--- config.mk ---
export PLATFORM = sky130hd
export DESIGN_NAME = srcc_device_flat
export DESIGN_NICKNAME = d
export VERILOG_FILES = /design/src/srcc_pkg.sv /design/src/srcc_if.sv /design/src/srcc_clkdiv.sv /design/src/srcc_device.sv /design/src/flat_wrapper.sv
export SDC_FILE = /design/constraint.sdc
export NUM_CORES = 1
export LEC_CHECK = 0
export BUFFER_PORTS_ARGS = -buffer_cell sky130_fd_sc_hd__buf_2
export CAP_MARGIN = 20
export CORE_UTILIZATION = 50
export CTS_BUF_LIST = sky130_fd_sc_hd__clkbuf_8
export CTS_CLUSTER_SIZE = 40
export DETAILED_ROUTE_END_ITERATION = 6
export GPL_TIMING_DRIVEN = 0
export PLACE_DENSITY = 0.72
export SETUP_SLACK_MARGIN = 0.02
export SLEW_MARGIN = 5
export SYNTH_ARGS = -nofsm -noshare
export SYNTH_HDL_FRONTEND = slang
export SYNTH_SLANG_ARGS = --single-unit
--- constraint.sdc ---
create_clock -name CLOCK -period 2.3 [get_ports CLOCK]
set_input_delay 0.115 -clock CLOCK [delete_from_list [all_inputs] [get_ports CLOCK]]
set_output_delay 0.115 -clock CLOCK [all_outputs]
set_load 0.01 [all_outputs]
--- src/srcc_pkg.sv ---
// Shared constants for the synthesizer reference clock control pair.
// Assumes both ends and the divider share one 40 MHz clock and include nothing else.
package srcc_pkg;
    localparam int CLOCK_MHZ = 40;
    // Regulator start-up time in ns, and the cycles it takes at the clock rate.
    localparam int REG_UP_TIME_NS = 100000;
    localparam int REG_UP_CYCLES_INT = (REG_UP_TIME_NS * CLOCK_MHZ + 999) / 1000;
    localparam logic [11:0] REG_UP_CYCLES = REG_UP_CYCLES_INT[11:0];

    // Control bits in the two least significant bits select the latch.
    localparam logic [1:0] SEL_REF = 2'h0;
    localparam logic [1:0] SEL_NDIV = 2'h1;
    localparam logic [1:0] SEL_MOD = 2'h2;
    localparam logic [1:0] SEL_FUNC = 2'h3;
    localparam int SEL_W = 2;
    localparam int WORD_W = 32;

    // Reference register word.
    localparam int CORR_LSB = 8;
    localparam int CORR_W = 11;
    localparam int CKDIV_LSB = 19;
    localparam int CKDIV_W = 4;
    localparam int VAR_LSB = 23;
    localparam int VAR_W = 2;
    localparam int XOD_BIT = 25;
    // Divide register word.
    localparam int FRAC_LSB = 2;
    localparam int FRAC_W = 12;
    localparam int NINT_LSB = 14;
    localparam int NINT_W = 8;
    // Function register word.
    localparam int BUFEN_BIT = 4;
    localparam int VB_LSB = 8;
    localparam int VB_W = 4;
    localparam int MUX_LSB = 12;
    localparam int MUX_W = 4;

    // Divide word is in units of one 2^15 part of the phase-detector rate.
    localparam int DIVW_W = 24;

    localparam logic [3:0] CKDIV_DEF = 4'h8;
    localparam logic [3:0] CKDIV_MIN = 4'h1;
    localparam logic BUFEN_DEF = 1'b1;
    localparam logic XOD_DEF = 1'b0;
    localparam logic [1:0] VAR_DEF = 2'h0;
    localparam logic [3:0] VB_DEF = 4'h4;
    localparam logic [3:0] MUX_SUPPLY_OK = 4'h0;
    localparam logic [3:0] MUX_XTAL_RUN = 4'h1;
    localparam logic [3:0] MUX_DEF = MUX_SUPPLY_OK;

    localparam logic [3:0] VB_BAD_LO = 4'h0;
    localparam logic [3:0] VB_BAD_HI1 = 4'hE;
    localparam logic [3:0] VB_BAD_HI2 = 4'hF;

    // Half periods, in clock cycles, of the crystal model and the host's clocks.
    localparam logic [3:0] XTAL_HALF = 4'h2;
    localparam logic [3:0] EXT_REF_HALF = 4'h3;
    localparam logic [3:0] SCLK_HALF = 4'h2;

    // Host register offsets.
    localparam logic [1:0] H_CTRL = 2'h0;
    localparam logic [1:0] H_TX = 2'h1;
    localparam logic [1:0] H_STAT = 2'h2;
    localparam int CTRL_CE_BIT = 0;
    localparam int CTRL_EXT_BIT = 1;

    function automatic logic srcc_bias_bad(input logic [3:0] code);
        srcc_bias_bad = (code == VB_BAD_LO) || (code == VB_BAD_HI1) || (code == VB_BAD_HI2);
    endfunction
endpackage

--- src/srcc_if.sv ---
// Pin bundle between the synthesizer control device and its host controller.
// Assumes both ends run on the same clock; the clock output line is resolved here.
interface srcc_if;
    logic chip_enable;
    logic serial_clock;
    logic serial_data;
    logic load_strobe;
    logic ref_input_pin;
    logic diag_mux_output;
    logic divided_ref_output;
    logic divided_ref_oe;
    logic divided_ref_line;

    // An undriven clock output line is read as low.
    assign divided_ref_line = divided_ref_oe & divided_ref_output;

    modport dev (
        input chip_enable,
        input serial_clock,
        input serial_data,
        input load_strobe,
        input ref_input_pin,
        output diag_mux_output,
        output divided_ref_output,
        output divided_ref_oe
    );
    modport host (
        output chip_enable,
        output serial_clock,
        output serial_data,
        output load_strobe,
        output ref_input_pin,
        input diag_mux_output,
        input divided_ref_line
    );
endinterface

--- src/srcc_clkdiv.sv ---
// Even-ratio divider for the reference clock output.
// Assumes ref_rise is a one-cycle pulse per reference rising edge on the same clock.
module srcc_clkdiv (
    input wire clk,
    input wire rst_n,
    input wire ref_rise,
    input wire [3:0] half,
    output logic div_out
);
    logic [3:0] cnt_r;
    logic [3:0] half_r;

    // The output toggles every half reference periods, so high and low are equal.
    always_ff @(posedge clk) begin
        if (!rst_n) begin
            cnt_r <= 4'h0;
            half_r <= srcc_pkg::CKDIV_DEF;
            div_out <= 1'b0;
        end else if (half != half_r) begin
            // A new ratio restarts the count so no runt half period is stretched.
            cnt_r <= 4'h0;
            half_r <= half;
        end else if (ref_rise) begin
            if (cnt_r == half_r - 4'h1) begin
                cnt_r <= 4'h0;
                div_out <= ~div_out;
            end else begin
                cnt_r <= cnt_r + 4'h1;
            end
        end
    end
endmodule

--- src/srcc_device.sv ---
// Device end: serial load port, settings latches, reference selection and clock output.
// Assumes the host drives the pins of the interface; every pin is synchronised here.
// What this block does
// - Divide word holds integer plus fraction over 4096.
// - Crystal oscillator runs while its disable bit is low.
// - Oscillator on by default, off while chip-enable low.
// - External reference used when oscillator disabled.
// - Signed 11-bit correction adds in 2^-15 steps.
// - Clock output is reference over even ratio 2-30.
// - Ratio taken from bits 19 to 22.
// - Ratio defaults to sixteen.
// - Clock output driven only while buffer enable high.
// - Two varactor trim bits are stored and presented.
// - Host should avoid bias codes 0, E, F.
// - Chip-enable low clears every setting.
// - Host writes only when powered and regulator ready.
// - Host waits for start-up or watches supply flag.
// - Diagnostic output shows supply ready by default.
// - Words shift in MSB first, two LSBs select.
// - Load strobe rise copies word into selected latch.
//
// Chosen here: the address-and-strobe port and the address map.
module srcc_device (
    input wire CLOCK,
    input wire RSTN,
    srcc_if.dev LINK,
    output logic XTAL_OSC_RUN,
    output logic [23:0] SYNTH_DIVIDE_WORD,
    output logic [1:0] VARACTOR_TRIM,
    output logic [3:0] VCO_BIAS,
    output logic SUPPLY_OK,
    output logic [31:0] MODULATION_WORD
);
    // Pin order in the synchroniser: chip enable, serial clock, data, load, reference.
    localparam int P_CE = 4;
    localparam int P_SCK = 3;
    localparam int P_SDA = 2;
    localparam int P_LD = 1;
    localparam int P_REF = 0;

    logic [4:0] meta_r;
    logic [4:0] sync_r;
    logic sck_prev_r;
    logic ld_prev_r;
    logic ce_s;
    logic sck_rise;
    logic ld_rise;
    logic settings_rst_n;

    logic [11:0] reg_cnt_r;
    logic supply_ok_r;
    logic [31:0] shift_r;

    logic [10:0] corr_r;
    logic [3:0] ckdiv_r;
    logic [1:0] var_r;
    logic xod_r;
    logic [11:0] frac_r;
    logic [7:0] nint_r;
    logic [31:0] mod_r;
    logic bufen_r;
    logic [3:0] vb_r;
    logic [3:0] mux_r;

    logic xtal_run;
    logic [3:0] xtal_cnt_r;
    logic xtal_lvl_r;
    logic ref_lvl;
    logic ref_prev_r;
    logic ref_rise;
    logic [3:0] ckdiv_eff;
    logic div_out;
    logic diag_nxt;

    // The first stage is read only by the second.
    always_ff @(posedge CLOCK) begin
        if (!RSTN) begin
            meta_r <= 5'h00;
            sync_r <= 5'h00;
        end else begin
            meta_r <= {LINK.chip_enable, LINK.serial_clock, LINK.serial_data,
                       LINK.load_strobe, LINK.ref_input_pin};
            sync_r <= meta_r;
        end
    end

    assign ce_s = sync_r[P_CE];
    assign settings_rst_n = RSTN & ce_s;
    assign sck_rise = sync_r[P_SCK] & ~sck_prev_r;
    assign ld_rise = sync_r[P_LD] & ~ld_prev_r;

    always_ff @(posedge CLOCK) begin
        if (!RSTN) begin
            sck_prev_r <= 1'b0;
            ld_prev_r <= 1'b0;
        end else begin
            sck_prev_r <= sync_r[P_SCK];
            ld_prev_r <= sync_r[P_LD];
        end
    end

    // Regulator model: ready a fixed start-up time after chip enable rises.
    always_ff @(posedge CLOCK) begin
        if (!settings_rst_n) begin
            reg_cnt_r <= 12'h000;
            supply_ok_r <= 1'b0;
        end else if (!supply_ok_r) begin
            reg_cnt_r <= reg_cnt_r + 12'h001;
            supply_ok_r <= (reg_cnt_r == srcc_pkg::REG_UP_CYCLES - 12'h001);
        end
    end

    // The port is dead until the regulator is up; bits sent earlier are lost.
    always_ff @(posedge CLOCK) begin
        if (!settings_rst_n || !supply_ok_r) begin
            shift_r <= 32'h00000000;
        end else if (sck_rise) begin
            shift_r <= {shift_r[30:0], sync_r[P_SDA]};
        end
    end

    // Latches return to power-up values whenever chip enable is low.
    always_ff @(posedge CLOCK) begin
        if (!settings_rst_n) begin
            corr_r <= 11'h000;
            ckdiv_r <= srcc_pkg::CKDIV_DEF;
            var_r <= srcc_pkg::VAR_DEF;
            xod_r <= srcc_pkg::XOD_DEF;
            frac_r <= 12'h000;
            nint_r <= 8'h00;
            mod_r <= 32'h00000000;
            bufen_r <= srcc_pkg::BUFEN_DEF;
            vb_r <= srcc_pkg::VB_DEF;
            mux_r <= srcc_pkg::MUX_DEF;
        end else if (ld_rise && supply_ok_r) begin
            // The control bits choose one of four latches.
            case (shift_r[srcc_pkg::SEL_W-1:0])
                srcc_pkg::SEL_REF: begin
                    corr_r <= shift_r[srcc_pkg::CORR_LSB +: srcc_pkg::CORR_W];
                    ckdiv_r <= shift_r[srcc_pkg::CKDIV_LSB +: srcc_pkg::CKDIV_W];
                    var_r <= shift_r[srcc_pkg::VAR_LSB +: srcc_pkg::VAR_W];
                    xod_r <= shift_r[srcc_pkg::XOD_BIT];
                end
                srcc_pkg::SEL_NDIV: begin
                    frac_r <= shift_r[srcc_pkg::FRAC_LSB +: srcc_pkg::FRAC_W];
                    nint_r <= shift_r[srcc_pkg::NINT_LSB +: srcc_pkg::NINT_W];
                end
                srcc_pkg::SEL_MOD: begin
                    mod_r <= shift_r;
                end
                srcc_pkg::SEL_FUNC: begin
                    bufen_r <= shift_r[srcc_pkg::BUFEN_BIT];
                    vb_r <= shift_r[srcc_pkg::VB_LSB +: srcc_pkg::VB_W];
                    mux_r <= shift_r[srcc_pkg::MUX_LSB +: srcc_pkg::MUX_W];
                end
                default: begin
                    mod_r <= mod_r;
                end
            endcase
        end
    end

    // The oscillator runs only with chip enable high and its disable bit low.
    assign xtal_run = ce_s & ~xod_r;

    // Crystal model: a free square wave derived from the system clock while enabled.
    always_ff @(posedge CLOCK) begin
        if (!RSTN || !xtal_run) begin
            xtal_cnt_r <= 4'h0;
            xtal_lvl_r <= 1'b0;
        end else if (xtal_cnt_r == srcc_pkg::XTAL_HALF - 4'h1) begin
            xtal_cnt_r <= 4'h0;
            xtal_lvl_r <= ~xtal_lvl_r;
        end else begin
            xtal_cnt_r <= xtal_cnt_r + 4'h1;
        end
    end

    // With the oscillator off the square wave on the reference pin is the reference.
    assign ref_lvl = xtal_run ? xtal_lvl_r : (ce_s & sync_r[P_REF]);
    assign ref_rise = ref_lvl & ~ref_prev_r;

    always_ff @(posedge CLOCK) begin
        if (!RSTN) begin
            ref_prev_r <= 1'b0;
        end else begin
            ref_prev_r <= ref_lvl;
        end
    end

    // A zero ratio field cannot give an even ratio, so it is run as divide by two.
    assign ckdiv_eff = (ckdiv_r == 4'h0) ? srcc_pkg::CKDIV_MIN : ckdiv_r;

    srcc_clkdiv u_clkdiv (
        .clk(CLOCK),
        .rst_n(settings_rst_n),
        .ref_rise(ref_rise),
        .half(ckdiv_eff),
        .div_out(div_out)
    );

    // Diagnostic selection; unused codes read low.
    always_comb begin
        case (mux_r)
            srcc_pkg::MUX_SUPPLY_OK: diag_nxt = supply_ok_r;
            srcc_pkg::MUX_XTAL_RUN: diag_nxt = xtal_run;
            default: diag_nxt = 1'b0;
        endcase
    end

    always_ff @(posedge CLOCK) begin
        if (!RSTN) begin
            LINK.diag_mux_output <= 1'b0;
            LINK.divided_ref_output <= 1'b0;
            LINK.divided_ref_oe <= 1'b0;
        end else begin
            LINK.diag_mux_output <= diag_nxt;
            LINK.divided_ref_output <= div_out;
            LINK.divided_ref_oe <= bufen_r & ce_s;
        end
    end

    // Divide word in 2^-15 units: integer, fraction scaled by eight, signed correction.
    always_ff @(posedge CLOCK) begin
        if (!RSTN) begin
            SYNTH_DIVIDE_WORD <= 24'h000000;
            XTAL_OSC_RUN <= 1'b0;
            VARACTOR_TRIM <= 2'h0;
            VCO_BIAS <= 4'h0;
            SUPPLY_OK <= 1'b0;
            MODULATION_WORD <= 32'h00000000;
        end else begin
            SYNTH_DIVIDE_WORD <= {1'b0, nint_r, 15'h0000} + {9'h000, frac_r, 3'h0}
                                 + {{13{corr_r[10]}}, corr_r};
            XTAL_OSC_RUN <= xtal_run;
            VARACTOR_TRIM <= var_r;
            VCO_BIAS <= vb_r;
            SUPPLY_OK <= supply_ok_r;
            MODULATION_WORD <= mod_r;
        end
    end
endmodule

--- src/flat_wrapper.sv ---
// flat-port wrapper written by rule: the top's interface ports become plain ports
module srcc_device_flat 
  (CLOCK, RSTN, XTAL_OSC_RUN, SYNTH_DIVIDE_WORD, VARACTOR_TRIM, VCO_BIAS, SUPPLY_OK, MODULATION_WORD, LINK_chip_enable, LINK_serial_clock, LINK_serial_data, LINK_load_strobe, LINK_ref_input_pin, LINK_diag_mux_output, LINK_divided_ref_output, LINK_divided_ref_oe);
  srcc_if LINK_i ();
  input wire CLOCK;
  input wire RSTN;
  output logic XTAL_OSC_RUN;
  output logic [23:0] SYNTH_DIVIDE_WORD;
  output logic [1:0] VARACTOR_TRIM;
  output logic [3:0] VCO_BIAS;
  output logic SUPPLY_OK;
  output logic [31:0] MODULATION_WORD;
  input wire logic [$bits(LINK_i.chip_enable)-1:0] LINK_chip_enable;
  input wire logic [$bits(LINK_i.serial_clock)-1:0] LINK_serial_clock;
  input wire logic [$bits(LINK_i.serial_data)-1:0] LINK_serial_data;
  input wire logic [$bits(LINK_i.load_strobe)-1:0] LINK_load_strobe;
  input wire logic [$bits(LINK_i.ref_input_pin)-1:0] LINK_ref_input_pin;
  output wire logic [$bits(LINK_i.diag_mux_output)-1:0] LINK_diag_mux_output;
  output wire logic [$bits(LINK_i.divided_ref_output)-1:0] LINK_divided_ref_output;
  output wire logic [$bits(LINK_i.divided_ref_oe)-1:0] LINK_divided_ref_oe;
  assign LINK_i.chip_enable = LINK_chip_enable;
  assign LINK_i.serial_clock = LINK_serial_clock;
  assign LINK_i.serial_data = LINK_serial_data;
  assign LINK_i.load_strobe = LINK_load_strobe;
  assign LINK_i.ref_input_pin = LINK_ref_input_pin;
  assign LINK_diag_mux_output = LINK_i.diag_mux_output;
  assign LINK_divided_ref_output = LINK_i.divided_ref_output;
  assign LINK_divided_ref_oe = LINK_i.divided_ref_oe;
  srcc_device u_core (.CLOCK(CLOCK), .RSTN(RSTN), .LINK(LINK_i), .XTAL_OSC_RUN(XTAL_OSC_RUN), .SYNTH_DIVIDE_WORD(SYNTH_DIVIDE_WORD), .VARACTOR_TRIM(VARACTOR_TRIM), .VCO_BIAS(VCO_BIAS), .SUPPLY_OK(SUPPLY_OK), .MODULATION_WORD(MODULATION_WORD));
endmodule
==> metrics.txt <==
# TYPE chip_impl_metric gauge
chip_impl_info{name="status",value="completed"} 1
chip_impl_info{name="root_buffer_cell",value="clkbuf_8"} 1
chip_impl_metric{name="grt-ovfl-total",unit=""} 0
chip_impl_info{name="post_synth_main_area_contributors",value="dfxtp_1 (53%), nand2_1 (10%), a21oi_1 (6.8%)"} 1
chip_impl_metric{name="power",unit="mW"} 7.09
chip_impl_info{name="worstReg2RegStart",value="u_core.frac_r[0]$_SDFFE_PN0P_"} 1
chip_impl_metric{name="drv_slew",unit=""} 0
chip_impl_metric{name="holdPathStages",unit=""} 3
chip_impl_metric{name="routed_via_count",unit=""} 6379
chip_impl_metric{name="synth_compound_area_share",unit="%"} 11.4
chip_impl_metric{name="syn_area",unit="mm2"} 0.00820
chip_impl_metric{name="flow.area_growth_from_synthesis",unit="%"} 17.9
chip_impl_metric{name="crit_arrival",unit="ns"} 2.66
chip_impl_metric{name="pwr_density_cell",unit="mW/mm2"} 734
chip_impl_metric{name="power.ir.vdd_worst",unit="mV"} 0.480
chip_impl_metric{name="drt-total-wl",unit="um"} 18600
chip_impl_metric{name="final_core_util",unit="%"} 60.6
chip_impl_info{name="synth.top_cells.by_count",value="nand2_1 (228), dfxtp_1 (218), a21oi_1 (112), and2_1 (60), nor2_1 (51)"} 1
chip_impl_metric{name="clock.fmax",unit="GHz"} 0.451
chip_impl_metric{name="nets",unit=""} 1068
chip_impl_info{name="critical_path.startpoint_type",value="flip-flop"} 1
chip_impl_metric{name="postRouteAntennaNets",unit=""} 0
chip_impl_metric{name="synth_enable_flop_cells",unit=""} 0
chip_impl_metric{name="fp.dieW",unit="um"} 130
chip_impl_info{name="timing.critical_path.to_type",value="flip-flop"} 1
chip_impl_metric{name="place.gp.congestion",unit=""} 0.867
chip_impl_metric{name="synth_cell_types",unit=""} 51
chip_impl_info{name="rsz0062_at_grt",value="yes"} 1
chip_impl_metric{name="reg2reg_slack",unit="ns"} 0.08
chip_impl_metric{name="fp.dieH",unit="um"} 130
chip_impl_metric{name="synth_area_per_cell",unit="um2"} 8.94
chip_impl_metric{name="worstSkewPairLatency",unit="ns"} 0.52
chip_impl_metric{name="worst_r2r_path_depth",unit=""} 8
chip_impl_metric{name="clock-skew-final",unit="ns"} 0.0188
chip_impl_metric{name="seq_cells_post_synth",unit=""} 218
chip_impl_metric{name="average_vias_per_placed_instance",unit=""} 5.01
chip_impl_metric{name="timing.slew.headroom",unit="%"} 54.4
chip_impl_metric{name="cts-root-to-sink-buffers",unit=""} 3
chip_impl_metric{name="cp.required",unit="ns"} 2.75
chip_impl_metric{name="final_period_minus_worst_setup_slack",unit="ns"} 2.22
chip_impl_metric{name="total_leakage_power",unit="nW"} 3.90
chip_impl_metric{name="floorplan.core_area",unit="mm2"} 0.0159
chip_impl_metric{name="drc",unit=""} 0
chip_impl_info{name="ys_dominant_reg_cell",value="dfxtp_1"} 1
chip_impl_metric{name="synth_mux_area_share",unit="%"} 2.46
chip_impl_metric{name="dp_wirelength",unit="um"} 12800
chip_impl_metric{name="dieArea",unit="mm2"} 0.0169
chip_impl_metric{name="final_design_area_no_fill",unit="mm2"} 0.00966
chip_impl_metric{name="worst_pin_slew",unit="ns"} 0.684
chip_impl_metric{name="layout-drive-gt1-share",unit="%"} 14.7
chip_impl_info{name="setup.worst_path.start",value="u_core.frac_r[0]$_SDFFE_PN0P_"} 1
chip_impl_metric{name="finalCritPeriodShare",unit="%"} 96.3
chip_impl_metric{name="synth_fp_nets",unit=""} 950
chip_impl_info{name="synth_top_family_by_area",value="simple AND/OR/NAND/NOR gates"} 1
chip_impl_metric{name="post_drt_wl_per_cell",unit="um"} 14.6
chip_impl_info{name="synth.most_common_cell",value="nand2_1"} 1
chip_impl_info{name="min-delay-start",value="RSTN"} 1
chip_impl_metric{name="globalRouteTotalUtil",unit="%"} 22.5
chip_impl_metric{name="cts_buffers",unit=""} 36
chip_impl_metric{name="maxCapViolCount",unit=""} 0
chip_impl_metric{name="ctsHtreeMaxLevel",unit=""} 2
chip_impl_metric{name="synth_top_cell_area_share",unit="%"} 53.3
chip_impl_metric{name="initial_core_util",unit="%"} 51.4
chip_impl_metric{name="portBuffers",unit=""} 73
chip_impl_metric{name="ys.warnings.count",unit=""} 0
chip_impl_metric{name="drt-initial-drc-count",unit=""} 340
chip_impl_metric{name="placement.cell_area",unit="mm2"} 0.00883
chip_impl_metric{name="setup_viol_count_final",unit=""} 0
chip_impl_metric{name="worst-path-max-fanout",unit=""} 2
chip_impl_metric{name="grt_start_max_net_pins",unit=""} 17
chip_impl_metric{name="post_synth_xor_area_fraction",unit="%"} 3.85
chip_impl_info{name="crit-reg2reg-capture",value="u_core.SYNTH_DIVIDE_WORD[23]$_SDFF_PN0_"} 1
chip_impl_metric{name="synthSimpleGateAreaFrac",unit="%"} 22.2
chip_impl_metric{name="fillers",unit=""} 1436
chip_impl_metric{name="fp-row-count",unit=""} 46
chip_impl_metric{name="grt_antenna_before_repair",unit=""} 0
chip_impl_metric{name="tns_setup",unit="ns"} 0
chip_impl_metric{name="first_global_vias",unit=""} 6001
chip_impl_info{name="tritoncts",value="yes"} 1
chip_impl_info{name="synth_area_leader_cell",value="dfxtp_1"} 1
chip_impl_metric{name="insertedDiodeCount",unit=""} 0
chip_impl_metric{name="synth_fa_ha_area_share",unit="%"} 4.06
chip_impl_metric{name="design.portCount",unit=""} 74
chip_impl_metric{name="synthesis.instances",unit=""} 917
chip_impl_metric{name="dr.pass1.iters",unit=""} 5
chip_impl_info{name="worst_hold_end",value="u_core.SYNTH_DIVIDE_WORD[22]$_SDFF_PN0_"} 1
chip_impl_metric{name="numClockSinks",unit=""} 218
chip_impl_info{name="min_delay_path_class",value="input pin to flip-flop"} 1
chip_impl_metric{name="grt_first_pass_wirelength",unit="um"} 29600
chip_impl_info{name="critPathKind",value="flip-flop to flip-flop"} 1
chip_impl_metric{name="clock_transition_at_path_regs",unit="ns"} 0.06
chip_impl_metric{name="synth_sequential_area_ratio",unit="%"} 53.3
chip_impl_metric{name="ys_async_sr_fraction",unit="%"} 0
chip_impl_metric{name="hold_viol",unit=""} 0
[flip-flops by register name (all words and copies together), names as in the netlist, 2 cells and up]
signal / count
u_core.reg_cnt_r: 12
u_core.corr_r: 11
u_core.ckdiv_r: 4
u_core.u_clkdiv.half_r: 4
u_core.vb_r: 4
u_core.xtal_cnt_r: 4
u_core.u_clkdiv.cnt_r: 4
u_core.SYNTH_DIVIDE_WORD: 24
u_core.MODULATION_WORD: 32
u_core.frac_r: 12
u_core.var_r: 2
u_core.VCO_BIAS: 4
u_core.sync_r: 5
u_core.VARACTOR_TRIM: 2
u_core.shift_r: 32
u_core.meta_r: 5
u_core.nint_r: 8
u_core.mod_r: 32
u_core.mux_r: 4
[metal layers]
metal | up-vias | global-route usage, % | wire (um) | part of all wire (%)
met3 | 22 | 4.51 | 859 | 4.6
li1 | 3260 | - | - | -
met2 | 138 | 38.5 | 9090 | 49
met5 | - | 0 | 0 | 0
met4 | 0 | 8.21 | 306 | 1.6
met1 | 2959 | 28.0 | 8340 | 45
[cells in the final DEF, fill, tap and decap left out, types with 3 or more instances in the layout]
| master | Yosys | final |
|---|---|---|
| nand2_1 | 228 | 228 |
| dfxtp_1 | 218 | 217 |
| a21oi_1 | 112 | 110 |
| buf_2 | 7 | 80 |
| and2_1 | 60 | 60 |
| nor2_1 | 51 | 51 |
| clkbuf_8 | 0 | 44 |
| clkbuf_1 | 42 | 42 |
| inv_1 | 11 | 22 |
| ha_1 | 25 | 22 |
| xnor2_1 | 21 | 21 |
| mux2i_1 | 19 | 19 |
| xor2_1 | 15 | 15 |
| nand3_1 | 14 | 14 |
| and3_1 | 11 | 11 |
| nand2b_1 | 10 | 10 |
| nor3_1 | 10 | 10 |
| a21o_1 | 8 | 8 |
| o21ai_0 | 5 | 5 |
| dlygate4sd3_1 | 0 | 5 |
| o21bai_1 | 4 | 4 |
| a21oi_2 | 2 | 4 |
| a31oi_1 | 4 | 4 |
| nand4_1 | 3 | 3 |
| o21a_1 | 3 | 3 |
| ha_2 | 0 | 3 |
[worst max-delay path, cell delays in order, from the launching register on]
cell	delay, ns
dfxtp_1	0.31
ha_1	0.22
fa_2	0.39
a21oi_2	0.19
o21ai_2	0.10
a21oi_2	0.21
a2111oi_4	0.13
a2111oi_4	0.38
mux2i_1	0.21
[worst max-delay path by stage]
stage                                                    to  cells after the start
finish              u_core.SYNTH_DIVIDE_WORD[23]$_SDFF_PN0_                      8
global route        u_core.SYNTH_DIVIDE_WORD[23]$_SDFF_PN0_                      8
CTS                 u_core.SYNTH_DIVIDE_WORD[23]$_SDFF_PN0_                      7
detailed placement  u_core.SYNTH_DIVIDE_WORD[23]$_SDFF_PN0_                      7
global placement    u_core.SYNTH_DIVIDE_WORD[23]$_SDFF_PN0_                      7
floorplan           u_core.SYNTH_DIVIDE_WORD[23]$_SDFF_PN0_                      7
[per-stage QoR]
stage	hold slack, ns	std cells	setup slack (ns)
finish	0.0639	1273	0.0840
global route	0.0641	1273	-0.00359
CTS	0.0318	1271	0.0263
detailed placement	0.325	1206	-0.276
global placement	0.324	1206	-0.316
floorplan	0.242	917	0.0908
[cell families (layout without fill, tap and decap cells)]
| group | Yosys count | count (layout) |
|---|---|---|
| and+or+nand+nor | 402 | 402 |
| DFF | 218 | 218 |
| AOI/OAI and AO/OA | 155 | 155 |
| buffers and inverters | 60 | 200 |
| xor gates and xnor gates | 36 | 36 |
| adders and majority gates | 26 | 26 |
| muxes | 20 | 20 |
[cell type report]
cell class / instances / area [um2] / area share [%]
plain buffers: 49 / 193 / 1.99
clock inverters: 16 / 76.3 / 0.790
multi-input cells: 639 / 3670 / 38.0
repair buffers: 80 / 430 / 4.46
clock buffers: 44 / 606 / 6.27
well taps: 216 / 270 / 2.80
flip-flops and latches: 218 / 4370 / 45.2
inverters: 11 / 41.3 / 0.427
[power by group]
part	leakage [nW]	switching, mW	internal [mW]
Combinational	1.75	0.0717	0.0276
Sequential	1.76	0.00587	3.79
Clock	0.392	1.47	1.73
Total	3.90	1.55	5.54
[what timing repair did]
| item | 4_1_cts | 5_1_grt |
|---|---|---|
| resized for setup | 8 | 6 |
| buffers inserted | 0 | 2 |
| hold buffers | 5 | 0 |
| setup endpoints to repair | 10 | 8 |
| hold endpoints to repair | 5 | 0 |
| pin swaps | 1 | 2 |
(Power assumes the default switching activity.)
